==> src/osc_ctrl_pkg.sv <==
// Shared constants, register map and the pin claim type for the oscillator control block
package osc_ctrl_pkg;

	// Clock and timing
	localparam int CLK_HZ = 10_000_000;
	localparam int LF_NOMINAL_HZ = 80_000;
	localparam int LF_HALF_CYCLES = CLK_HZ / (2 * LF_NOMINAL_HZ);
	localparam int LF_TRIM_STEP = 2;
	localparam int LF_SETTLE_OSC_CYCLES = 16;
	localparam int LF_CNT_W = 8;
	localparam int SETTLE_CNT_W = 5;

	// Bus geometry
	localparam int AXI_ADDR_W = 12;
	localparam int AXI_DATA_W = 32;
	localparam int AXI_STRB_W = AXI_DATA_W / 8;
	localparam int REG_W = 8;
	localparam int ADDR_SHIFT = 2;

	// Register indices; byte address is four times the index
	localparam logic [AXI_ADDR_W-1:0] LOWFREQ_OSC_CONTROL_IDX = 12'h0e3;
	localparam logic [AXI_ADDR_W-1:0] EXTERNAL_OSC_CONTROL_IDX = 12'h0b1;
	localparam logic [AXI_ADDR_W-1:0] INT_STATUS_IDX = 12'h0f0;
	localparam logic [AXI_ADDR_W-1:0] INT_MASK_IDX = 12'h0f1;

	// Field positions of lowfreq_osc_control
	localparam int LF_EN_BIT = 7;
	localparam int LF_RDY_BIT = 6;
	localparam int LF_TRIM_HI = 5;
	localparam int LF_TRIM_LO = 2;
	localparam int LF_DIV_HI = 1;
	localparam int LF_DIV_LO = 0;

	// Field positions of external_osc_control
	localparam int XTAL_VALID_BIT = 7;
	localparam int EXT_MODE_HI = 6;
	localparam int EXT_MODE_LO = 4;
	localparam int EXT_FREQ_HI = 2;
	localparam int EXT_FREQ_LO = 0;

	// Interrupt status bit positions
	localparam int INT_W = 2;
	localparam int INT_LF_READY = 0;
	localparam int INT_XTAL_VALID = 1;

	// Reset values
	localparam logic [3:0] LF_TRIM_RST = 4'h8;
	localparam logic [1:0] LF_DIV_RST = 2'h0;
	localparam logic [2:0] EXT_MODE_RST = 3'h0;
	localparam logic [2:0] EXT_FREQ_RST = 3'h0;

	// Divider select encodings
	localparam logic [1:0] LF_DIV8 = 2'h0;
	localparam logic [1:0] LF_DIV4 = 2'h1;
	localparam logic [1:0] LF_DIV2 = 2'h2;
	localparam logic [1:0] LF_DIV1 = 2'h3;

	// External mode encodings
	localparam logic [2:0] EXT_CMOS = 3'h2;
	localparam logic [2:0] EXT_CMOS_DIV2 = 3'h3;
	localparam logic [2:0] EXT_RC = 3'h4;
	localparam logic [2:0] EXT_CAP = 3'h5;
	localparam logic [2:0] EXT_XTAL = 3'h6;
	localparam logic [2:0] EXT_XTAL_DIV2 = 3'h7;

	// AXI responses
	localparam logic [1:0] RESP_OKAY = 2'h0;
	localparam logic [1:0] RESP_DECERR = 2'h3;

	// Pin claims of the external oscillator
	typedef struct packed {
		logic claimIn;
		logic claimOut;
		logic driveEnable;
	} ext_pins_s;

endpackage

==> src/lf_osc_core.sv <==
// Low-frequency oscillator model with trim, output divider and settling counter
`timescale 1ns/100ps
`default_nettype none
module lf_osc_core
	import osc_ctrl_pkg::*;
(
	input wire logic clk,
	input wire logic rst,
	input wire logic enable,
	input wire logic [3:0] trim,
	input wire logic [1:0] divSel,
	input wire logic restart,
	output logic clkOut,
	output logic settled
);
	typedef struct packed {
		logic [LF_CNT_W-1:0] halfCnt;
		logic raw;
		logic [2:0] divCnt;
		logic [SETTLE_CNT_W-1:0] settleCnt;
		logic done;
		logic out;
		logic settled;
	} lf_state_s;

	lf_state_s st_reg;
	lf_state_s st_next;
	logic [LF_CNT_W-1:0] halfLen;
	logic rise;

	always_comb begin
		st_next = st_reg;
		halfLen = LF_CNT_W'(LF_HALF_CYCLES) + LF_CNT_W'(int'(trim) * LF_TRIM_STEP);
		rise = 1'b0;
		st_next.settled = 1'b0;
		if (!enable) begin
			st_next.halfCnt = '0;
			st_next.raw = 1'b0;
			st_next.divCnt = '0;
			st_next.out = 1'b0;
		end else begin
			if (st_reg.halfCnt >= halfLen - LF_CNT_W'(1)) begin
				st_next.halfCnt = '0;
				st_next.raw = ~st_reg.raw;
				rise = ~st_reg.raw;
			end else begin
				st_next.halfCnt = st_reg.halfCnt + LF_CNT_W'(1);
			end
			if (rise) begin
				st_next.divCnt = st_reg.divCnt + 3'h1;
			end
			case (divSel)
				LF_DIV1: st_next.out = st_next.raw;
				LF_DIV2: st_next.out = st_next.divCnt[0];
				LF_DIV4: st_next.out = st_next.divCnt[1];
				default: st_next.out = st_next.divCnt[2];
			endcase
		end
		if (restart) begin
			st_next.settleCnt = '0;
			st_next.done = 1'b0;
		end else if (rise && !st_reg.done) begin
			if (st_reg.settleCnt == SETTLE_CNT_W'(LF_SETTLE_OSC_CYCLES - 1)) begin
				st_next.done = 1'b1;
				st_next.settled = 1'b1;
			end else begin
				st_next.settleCnt = st_reg.settleCnt + SETTLE_CNT_W'(1);
			end
		end
	end

	always_ff @(posedge clk) begin
		if (rst) begin
			st_reg <= '0;
		end else begin
			st_reg <= st_next;
		end
	end

	assign clkOut = st_reg.out;
	assign settled = st_reg.settled;
endmodule
`default_nettype wire

==> src/ext_osc_core.sv <==
// External oscillator pin claims, clock input and crystal valid detection
`timescale 1ns/100ps
`default_nettype none
module ext_osc_core
	import osc_ctrl_pkg::*;
(
	input wire logic clk,
	input wire logic rst,
	input wire logic [2:0] mode,
	input wire logic ampOkPin,
	input wire logic extClkPin,
	output ext_pins_s pins,
	output logic extClkOut,
	output logic crystalValid
);
	typedef struct packed {
		logic [1:0] ampSync;
		logic [2:0] clkSync;
		logic half;
		ext_pins_s pins;
		logic clkOut;
		logic valid;
	} ext_state_s;

	ext_state_s st_reg;
	ext_state_s st_next;
	logic isXtal;
	logic isOn;

	always_comb begin
		st_next = st_reg;
		st_next.ampSync = {st_reg.ampSync[0], ampOkPin};
		st_next.clkSync = {st_reg.clkSync[1:0], extClkPin};
		isXtal = (mode == EXT_XTAL) || (mode == EXT_XTAL_DIV2);
		isOn = mode[2] || mode[1];
		st_next.pins.claimIn = isXtal;
		// other modes except off claim only the output pin
		st_next.pins.claimOut = isOn;
		st_next.pins.driveEnable = isOn && (mode != EXT_CMOS) && (mode != EXT_CMOS_DIV2);
		st_next.valid = isXtal && st_reg.ampSync[1];
		if (!isOn) begin
			st_next.half = 1'b0;
			st_next.clkOut = 1'b0;
		end else begin
			if (st_reg.clkSync[1] && !st_reg.clkSync[2]) begin
				st_next.half = ~st_reg.half;
			end
			if (mode[0] && mode != EXT_CAP) begin
				st_next.clkOut = st_next.half;
			end else begin
				st_next.clkOut = st_reg.clkSync[1];
			end
		end
	end

	always_ff @(posedge clk) begin
		if (rst) begin
			st_reg <= '0;
		end else begin
			st_reg <= st_next;
		end
	end

	assign pins = st_reg.pins;
	assign extClkOut = st_reg.clkOut;
	assign crystalValid = st_reg.valid;
endmodule
`default_nettype wire

==> src/osc_ctrl_top.sv <==
// Oscillator control registers behind an AXI4-Lite slave
// What this block does
// - Enable bit 7 runs or stops LF oscillator
// - Bit 6 reads one once LF stabilized
// - Ready clears only on reset or divider change
// - Trim bits 5:2, zero fastest, ones slowest
// - Divider bits 1:0 select 8,4,2,1; reset 00
// - Crystal mode claims both crystal pins
// - CMOS, RC, capacitor modes claim output pin
// - Mode field decodes off, CMOS, RC, C, crystal
// - Crystal valid bit 7 meaningful in crystal modes
//
// Chosen here: the AXI4-Lite slave port.
`timescale 1ns/100ps
`default_nettype none
module osc_ctrl_top
	import osc_ctrl_pkg::*;
(
	input wire logic clk,
	input wire logic rst,
	input wire logic [AXI_ADDR_W-1:0] s_axi_awaddr,
	input wire logic s_axi_awvalid,
	output logic s_axi_awready,
	input wire logic [AXI_DATA_W-1:0] s_axi_wdata,
	input wire logic [AXI_STRB_W-1:0] s_axi_wstrb,
	input wire logic s_axi_wvalid,
	output logic s_axi_wready,
	output logic [1:0] s_axi_bresp,
	output logic s_axi_bvalid,
	input wire logic s_axi_bready,
	input wire logic [AXI_ADDR_W-1:0] s_axi_araddr,
	input wire logic s_axi_arvalid,
	output logic s_axi_arready,
	output logic [AXI_DATA_W-1:0] s_axi_rdata,
	output logic [1:0] s_axi_rresp,
	output logic s_axi_rvalid,
	input wire logic s_axi_rready,
	input wire logic crystalAmpOk,
	input wire logic extClkPin,
	output logic lfClkOut,
	output logic [3:0] lfTrimOut,
	output logic extClkOut,
	output logic [2:0] extModeOut,
	output logic [2:0] extFreqOut,
	output ext_pins_s extPins,
	output logic irq
);
	typedef struct packed {
		logic awReady;
		logic wReady;
		logic awHeld;
		logic [AXI_ADDR_W-1:0] awAddr;
		logic wHeld;
		logic [AXI_DATA_W-1:0] wData;
		logic [AXI_STRB_W-1:0] wStrb;
		logic bValid;
		logic [1:0] bResp;
		logic arReady;
		logic rValid;
		logic [AXI_DATA_W-1:0] rData;
		logic [1:0] rResp;
		logic lfEnable;
		logic lfReady;
		logic [3:0] lfTrim;
		logic [1:0] lfDiv;
		logic lfRestart;
		logic [2:0] extMode;
		logic [2:0] extFreq;
		logic [INT_W-1:0] intStatus;
		logic [INT_W-1:0] intMask;
		logic irq;
		logic xtalPrev;
	} top_state_s;

	top_state_s st_reg;
	top_state_s st_next;

	logic lfClkInt;
	logic lfSettled;
	logic extClkInt;
	logic xtalValid;
	ext_pins_s pinsInt;

	logic [REG_W-1:0] lfRegVal;
	logic [REG_W-1:0] extRegVal;
	logic [INT_W-1:0] events;
	logic [INT_W-1:0] w1c;
	logic writeFire;
	logic [REG_W-1:0] wByte;
	logic wLane;
	logic readHit;
	logic writeHit;
	logic [REG_W-1:0] readVal;

	// Byte address to register index
	function automatic logic [AXI_ADDR_W-1:0] regIndex(input logic [AXI_ADDR_W-1:0] addr);
		regIndex = addr >> ADDR_SHIFT;
	endfunction

	// Whether an index is a mapped register
	function automatic logic isMapped(input logic [AXI_ADDR_W-1:0] idx);
		isMapped = (idx == LOWFREQ_OSC_CONTROL_IDX) || (idx == EXTERNAL_OSC_CONTROL_IDX) ||
			(idx == INT_STATUS_IDX) || (idx == INT_MASK_IDX);
	endfunction

	lf_osc_core lfCore (
		.clk(clk),
		.rst(rst),
		.enable(st_reg.lfEnable),
		.trim(st_reg.lfTrim),
		.divSel(st_reg.lfDiv),
		.restart(st_reg.lfRestart),
		.clkOut(lfClkInt),
		.settled(lfSettled)
	);

	ext_osc_core extCore (
		.clk(clk),
		.rst(rst),
		.mode(st_reg.extMode),
		.ampOkPin(crystalAmpOk),
		.extClkPin(extClkPin),
		.pins(pinsInt),
		.extClkOut(extClkInt),
		.crystalValid(xtalValid)
	);

	always_comb begin
		st_next = st_reg;
		st_next.lfRestart = 1'b0;
		st_next.xtalPrev = xtalValid;

		// Register images as software reads them
		lfRegVal = '0;
		lfRegVal[LF_EN_BIT] = st_reg.lfEnable;
		lfRegVal[LF_RDY_BIT] = st_reg.lfReady;
		lfRegVal[LF_TRIM_HI:LF_TRIM_LO] = st_reg.lfTrim;
		lfRegVal[LF_DIV_HI:LF_DIV_LO] = st_reg.lfDiv;
		extRegVal = '0;
		extRegVal[XTAL_VALID_BIT] = xtalValid;
		extRegVal[EXT_MODE_HI:EXT_MODE_LO] = st_reg.extMode;
		extRegVal[EXT_FREQ_HI:EXT_FREQ_LO] = st_reg.extFreq;

		// Write address and data taken in either order
		if (s_axi_awvalid && st_reg.awReady) begin
			st_next.awHeld = 1'b1;
			st_next.awAddr = s_axi_awaddr;
		end
		if (s_axi_wvalid && st_reg.wReady) begin
			st_next.wHeld = 1'b1;
			st_next.wData = s_axi_wdata;
			st_next.wStrb = s_axi_wstrb;
		end
		if (st_reg.bValid && s_axi_bready) begin
			st_next.bValid = 1'b0;
		end

		writeFire = st_reg.awHeld && st_reg.wHeld && !st_reg.bValid;
		writeHit = isMapped(regIndex(st_reg.awAddr));
		wByte = st_reg.wData[REG_W-1:0];
		wLane = st_reg.wStrb[0];
		w1c = '0;

		if (writeFire) begin
			st_next.awHeld = 1'b0;
			st_next.wHeld = 1'b0;
			st_next.bValid = 1'b1;
			st_next.bResp = writeHit ? RESP_OKAY : RESP_DECERR;
			if (wLane) begin
				case (regIndex(st_reg.awAddr))
					LOWFREQ_OSC_CONTROL_IDX: begin
						st_next.lfEnable = wByte[LF_EN_BIT];
						st_next.lfTrim = wByte[LF_TRIM_HI:LF_TRIM_LO];
						st_next.lfDiv = wByte[LF_DIV_HI:LF_DIV_LO];
						if (wByte[LF_DIV_HI:LF_DIV_LO] != st_reg.lfDiv) begin
							st_next.lfReady = 1'b0;
							st_next.lfRestart = 1'b1;
						end
						if (wByte[LF_EN_BIT] && !st_reg.lfEnable) begin
							st_next.lfRestart = 1'b1;
						end
					end
					EXTERNAL_OSC_CONTROL_IDX: begin
						st_next.extMode = wByte[EXT_MODE_HI:EXT_MODE_LO];
						st_next.extFreq = wByte[EXT_FREQ_HI:EXT_FREQ_LO];
					end
					INT_STATUS_IDX: begin
						w1c = wByte[INT_W-1:0];
					end
					INT_MASK_IDX: begin
						st_next.intMask = wByte[INT_W-1:0];
					end
					default: begin
						w1c = '0;
					end
				endcase
			end
		end

		// ready sets on settling, winning over a clear
		if (lfSettled) begin
			st_next.lfReady = 1'b1;
		end

		// Sticky events, set wins over write-one-to-clear
		events = '0;
		events[INT_LF_READY] = lfSettled && !st_reg.lfReady;
		events[INT_XTAL_VALID] = xtalValid && !st_reg.xtalPrev;
		st_next.intStatus = (st_reg.intStatus & ~w1c) | events;
		st_next.irq = |(st_next.intStatus & st_next.intMask);

		// Read channel
		readHit = isMapped(regIndex(s_axi_araddr));
		case (regIndex(s_axi_araddr))
			LOWFREQ_OSC_CONTROL_IDX: readVal = lfRegVal;
			EXTERNAL_OSC_CONTROL_IDX: readVal = extRegVal;
			INT_STATUS_IDX: readVal = REG_W'(st_reg.intStatus);
			INT_MASK_IDX: readVal = REG_W'(st_reg.intMask);
			default: readVal = '0;
		endcase
		if (st_reg.rValid && s_axi_rready) begin
			st_next.rValid = 1'b0;
		end
		if (s_axi_arvalid && st_reg.arReady) begin
			st_next.rValid = 1'b1;
			st_next.rData = AXI_DATA_W'(readVal);
			st_next.rResp = readHit ? RESP_OKAY : RESP_DECERR;
		end

		// One write and one read outstanding at most
		st_next.awReady = !st_next.awHeld && !st_next.bValid;
		st_next.wReady = !st_next.wHeld && !st_next.bValid;
		st_next.arReady = !st_next.rValid;
	end

	always_ff @(posedge clk) begin
		if (rst) begin
			st_reg <= '0;
			st_reg.lfTrim <= LF_TRIM_RST;
			st_reg.lfDiv <= LF_DIV_RST;
			st_reg.extMode <= EXT_MODE_RST;
			st_reg.extFreq <= EXT_FREQ_RST;
			st_reg.bResp <= RESP_OKAY;
			st_reg.rResp <= RESP_OKAY;
		end else begin
			st_reg <= st_next;
		end
	end

	assign s_axi_awready = st_reg.awReady;
	assign s_axi_wready = st_reg.wReady;
	assign s_axi_bvalid = st_reg.bValid;
	assign s_axi_bresp = st_reg.bResp;
	assign s_axi_arready = st_reg.arReady;
	assign s_axi_rvalid = st_reg.rValid;
	assign s_axi_rdata = st_reg.rData;
	assign s_axi_rresp = st_reg.rResp;
	assign lfClkOut = lfClkInt;
	assign lfTrimOut = st_reg.lfTrim;
	assign extClkOut = extClkInt;
	assign extModeOut = st_reg.extMode;
	assign extFreqOut = st_reg.extFreq;
	assign extPins = pinsInt;
	assign irq = st_reg.irq;
endmodule
`default_nettype wire

==> config.mk <==
export PLATFORM = sky130hd
export DESIGN_NAME = osc_ctrl_top
export DESIGN_NICKNAME = d
export VERILOG_FILES = /design/src/osc_ctrl_pkg.sv /design/src/lf_osc_core.sv /design/src/ext_osc_core.sv /design/src/osc_ctrl_top.sv
export SDC_FILE = /design/constraint.sdc
export NUM_CORES = 1
export LEC_CHECK = 0
export BUFFER_PORTS_ARGS = -buffer_cell sky130_fd_sc_hd__buf_2
export CAP_MARGIN = 0
export CORE_UTILIZATION = 30
export CTS_CLUSTER_DIAMETER = 60
export DETAILED_ROUTE_END_ITERATION = 10
export GPL_TIMING_DRIVEN = 1
export SLEW_MARGIN = 20
export SYNTH_ARGS = -nofsm -noshare
export SYNTH_HDL_FRONTEND = slang
export SYNTH_HIERARCHICAL = 1
export SYNTH_SLANG_ARGS = --single-unit
==> constraint.sdc <==
create_clock -name clk -period 4.9 [get_ports clk]
set_input_delay 0.98 -clock clk [delete_from_list [all_inputs] [get_ports clk]]
set_output_delay 0.98 -clock clk [all_outputs]
set_load 0.005 [all_outputs]
Word-level counts from Yosys, hierarchy flattened
Index checks and enable logic that the tools add are counted.
- mux-type cells: 34
- order comparisons: 1
- bitwise gates (word level): 13
- equality and inequality tests: 18
- reduce and logical (&&, ||, !) cells: 52
- add/sub/neg operators: 5
- operators with widths (operator ; count):
    equality test 10 x 8 -> 1 bit, second input constant ; 8
    two-way mux 37 bit ; 1
    two-way mux 35 bit ; 1
    one-hot mux 8 bit (4 select lines) ; 1
    two-way mux 14 bit ; 2
    logical AND 1 bit ; 18
    two-way mux 2 bit ; 8
    two-way mux 1 bit ; 15
    two-way mux 13 bit ; 1
    logical NOT 1 bit ; 10
    NOT 1 bit ; 9
    adder 8 x 1 -> 8 bit, second input constant ; 1
    greater-or-equal comparator 8 bit ; 1
    logical OR 1 bit ; 8
    two-way mux 8 bit ; 1
    nonzero test 2 bit ; 4
    OR reduction 2 bit ; 4
    subtractor 8 x 1 -> 8 bit, second input constant ; 1
    adder 6 x 5 -> 7 bit, first input constant ; 1
    equality test 3 bit, second input constant ; 2
    two-way mux 3 bit ; 2
    two-way mux 6 bit ; 1
    != test 3 x 2 -> 1 bit, second input constant ; 2
    AND reduction 3 bit ; 2
    15 further kinds ; 19
- word-level logic and storage cells: 162
- bits of input ports: 69
- bits in registers: 119
- output and inout bits: 57

Longest topological paths before layout
- depth in word-level cells: 9
- mapped depth: 14
- depth with buffers taken out: 12

Hierarchy
The synthesis kept the hierarchy.
- modules (own cells, without submodules) (module ; cells each ; area each (um^2) ; instances ; seq. area each (um^2)):
    osc_ctrl_top ; 319 ; 2730.1 ; 1 ; 1141.1
    lf_osc_core ; 117 ; 1059.8 ; 1 ; 400.4
    ext_osc_core ; 33 ; 374.1 ; 1 ; 220.2

Worst setup path after synthesis
OpenSTA, ideal clock, no wires.
- kind: register to register
- start point: register st_reg, in the netlist lfTrimOut[1]
- end point: register lfCore/st_reg[6] (netlist bit)
- setup time: 0.117 ns
- cell stages (with the launch flop): 15
- setup slack: 2.308 ns
- arrival: 2.475 ns
- data required time: 4.783 ns
- cell sequence: dfxtp_1 inv_1 ha_1 ha_1 ha_1 nand3_1 nand2b_1 nand2_1 ha_1 clkbuf_1 nor4bb_1 buf_2 nand4_1 xor2_1 nor2_1
- cells in the longest elaborated chain, start to end: 8
- ends and longest elaborated chain (what ; line ; RTL):
    start, declared ; osc_ctrl_top.sv:75 ; top_state_s st_reg;
    start signal, assigned ; osc_ctrl_top.sv:246 ; st_reg <= st_next;
    adder 6 x 5 -> 7 bit ; lf_osc_core.sv:33 ; halfLen = LF_CNT_W'(LF_HALF_CYCLES) + LF_CNT_W'(int'(trim) * LF_TRIM_STEP);
    subtractor 8 x 1 -> 8 bit ; lf_osc_core.sv:42 ; if (st_reg.halfCnt >= halfLen - LF_CNT_W'(1)) begin
    greater-or-equal comparator 8 bit ; lf_osc_core.sv:42 ;
    two-way mux 1 bit ; lf_osc_core.sv:42 ;
    two-way mux 1 bit (2 in series) ; lf_osc_core.sv:36 ; if (!enable) begin
    logical AND 1 bit ; lf_osc_core.sv:62 ; end else if (rise && !st_reg.done) begin
    AND reduction 2 bit (no source line) ; -- ;
    end signal, assigned ; lf_osc_core.sv:76 ; st_reg <= st_next;
    end, declared ; lf_osc_core.sv:26 ; lf_state_s st_reg;
Every way passes these cells. The select of a mux whose other input is x is not followed.
A chain may end at the register's enable or synchronous reset.

Final worst setup path
Same ends and word-level chain as after synthesis.

==> impl_results.md <==
* Outcome: completed
* Final hold viol count at 0
* Commonest non-fill, non-tap cell in the layout: dfxtp_1
* Slew headroom at 0.310
* Most used cell along the critical path: ha_1
* CP Capture Type: flip-flop
* R2R Setup Slk at 1.47 ns
* Die width at 120 um
* Max-cap violations at 0
* # setup viols final at 0
* Placed cells at 675
* Syn-to-layout area delta at 11.4%
* Mapped Area at 4160 sq um
* Core Area at 13400 sq um
* Post-CTS sizing at 0
* Largest cells by area after synthesis: dfxtp_1 (42%), buf_4 (8.8%), nand2_1 (5.5%)
* Worst EP required at 5.13 ns
* Post-CTS setup buffer count at 0
* DR WL/cell at 12.8 um
* Final period util at 0.701
* Final core utilization at 0.346
* Num Clock Sinks at 88
* Fin Setup TNS at 0 ns
* Max incr delay on CP at 0.85 ns
* Clk Latency, worst-skew pair at 0.34 ns
* Post-synthesis sequential area ratio at 0.423
* Worst reg2reg path endpoint: lfCore/st_reg[6]
* Crit-path cells: inv_1 > ha_1 > ha_1 > ha_1 > nand3_1 > nand2b_1 > nand2_1 > ha_1 > nor4bb_1 > nand4_1 > xor2_1 > nor2_1
* Syn. warnings at 6
* R2R depth at 12
* Boundary pin count at 126
* Post-synth top flop: dfxtp_1
* Avg Cell Area, Syn at 8.88 sq um
* CTS tree: built
* Iteration-0 DRC Markers at 86
* Vias at 3087
* Clock slew at reported path FFs at 0.06 ns
* Max-slew violations at 0
* Min Tclk post-route at 3.43 ns
* WL final at 8.87 mm
* Top Family by Delay on Critical Path: simple AND/OR/NAND/NOR gates
* CTS Buf Count at 9
* Via/cell ratio at 4.47
* Layout net count at 592
* Pwr Density at 316 nW/um^2
* Ratio of cells with drive above 1 in the final layout at 0.214
* Die Span Y at 120 um
* Worst Setup EP: lfCore/st_reg[6]
* Largest register FFs at 27
* Vias in the first global route at 2953
* Crit start category: flip-flop
* RSZ-0062 raised after global routing: no
* Crit path launch: lfTrimOut[1]
* IO buf count at 70
* Largest net degree at the start of global routing at 66
* CP max stage cell: nor4bb_1
* Worst r2r src: lfTrimOut[1]
* Synth unique cells at 62
* Num rows at 42
* Final Non-Filler Cells at 691
* Filler Cell Count at 1399
* Hold buffers post-CTS at 0
* Commonest cells after routing, fill and taps aside: dfxtp_1 (88), buf_2 (70), nand2_1 (61)
* Initial antenna violation count at 0
* DRC at 0
* Peak supply drop at 0.000184 V
* Diode count at 0
* Effective utilization at floorplan at 0.311
* Area leader, netlist: dfxtp_1
* Maximum clock frequency at 0.291 GHz
* Fraction of registers with async set/reset at 0
* Htree depth at 3
* Leak pwr at 1.97 nW
* Buf/Inv on CP at 1
* Post-DP HPWL at 6.47 mm
* CP Depth at 12
* GRT overflow at 0
* Arrival time worst endpoint at 3.67 ns
* EDFF count, synth at 0
* Register bit total from synthesis at 88
* All-Layer GR Usage at 0.135
* Routability cong. at 0.740
* First-pass GRT wire length at 14.8 mm
* Crit Path Max Fanout at 7
* Fin Hold WS at 0.434 ns
* Die ar. at 14400 sq um
* Clock root buffer: clkbuf_16
* Post-route ant nets at 0
* Setup CP Type: reg -> reg
* Worst Hold Class: reg -> reg
* Post-synth top area share at 0.423
* Final clock skew at 0.00452 ns
* Slew @ Worst Pin at 1.02 ns
* Post-Synthesis Cells at 469
* Clock Tree Buf Depth at 2
* First-pass iteration count of the detailed router at 6
## through the flow
stage               setup WS, ns  cell area [sq um]  total power [mW]
global placement            1.66               4360             0.834
finish                      1.47               4640              1.46
global route                1.13               4640              1.54
detailed placement          1.48               4360             0.836
CTS                         1.48               4640              1.49
floorplan                   2.31               4250             0.820
## synth_stat cells, drive strengths merged, types with 2 or more instances
cell type,number
inv,18
nor2,54
and2,4
a22oi,6
nor4,5
nand3b,3
nor3,6
mux2,3
nand2,62
xor2,8
buf,54
xnor2,5
ha,13
and3b,2
nor2b,8
a21o,3
nand4,5
nand2b,9
and3,2
dfxtp,88
a21oi,32
o31ai,2
nand3,12
clkbuf,10
mux2i,18
and2b,4
a211oi,5
o21ai,14
## power by group
part / switching (mW) / internal, mW / total (mW)
registers: 0.0130 / 0.730 / 0.743
clock network: 0.298 / 0.348 / 0.646
logic: 0.0461 / 0.0302 / 0.0763
## final cells by class
type	count	area, sq um	share of cell area
multi-input cells	322	1950	0.421
inverters	18	67.6	0.0146
well taps	176	220	0.0475
clock buffers	9	225	0.0485
repair buffers	71	358	0.0771
clock inverters	7	55.1	0.0119
flip-flops and latches	88	1760	0.380
## how the worst min path moves through the flow
stage          slack, ns                 end  cells past startpoint           startpoint
2_1_floorplan       0.41  extCore/st_next[8]                      1   extCore/st_next[7]
3_3_place_gp        0.41  extCore/st_reg[10]                      1  extCore/st_next[10]
3_5_place_dp        0.42  extCore/st_reg[10]                      1  extCore/st_next[10]
4_1_cts             0.44  extCore/st_reg[10]                      1  extCore/st_next[10]
5_1_grt             0.47  extCore/st_next[8]                      1   extCore/st_next[7]
6_report            0.43  extCore/st_reg[10]                      1  extCore/st_next[10]
## cells by family (layout without fill, tap and decap cells)
kind of cell             after synthesis  in the layout  share of synthesized area
AND/OR/NAND/NOR                      183            183                      0.231
flip-flops                            88             88                      0.423
buffers and inverters                 82            105                      0.129
multiplexers                          21             21                     0.0514
adder cells (fa/ha/maj)               13             13                     0.0391
AO/OA/AOI/OAI                         68             68                     0.0980
XOR/XNOR                              13             13                     0.0273
other                                  1             24                   0.000901
## worst register-to-register path, cell delays in order (launching register included)
cell and delay [ns]:
dfxtp_1 0.45, inv_1 0.11, ha_1 0.21, ha_1 0.28
ha_1 0.27, nand3_1 0.12, nand2b_1 0.18, nand2_1 0.09
ha_1 0.31, nor4bb_1 0.85, nand4_1 0.20, xor2_1 0.21
nor2_1 0.06
## layer usage
metal	track usage	wire [um]
met3	0.0399	489
met1	0.173	4260
met5	0	0
met4	0.0586	114
met2	0.209	4000
(Power assumes the default switching activity.)
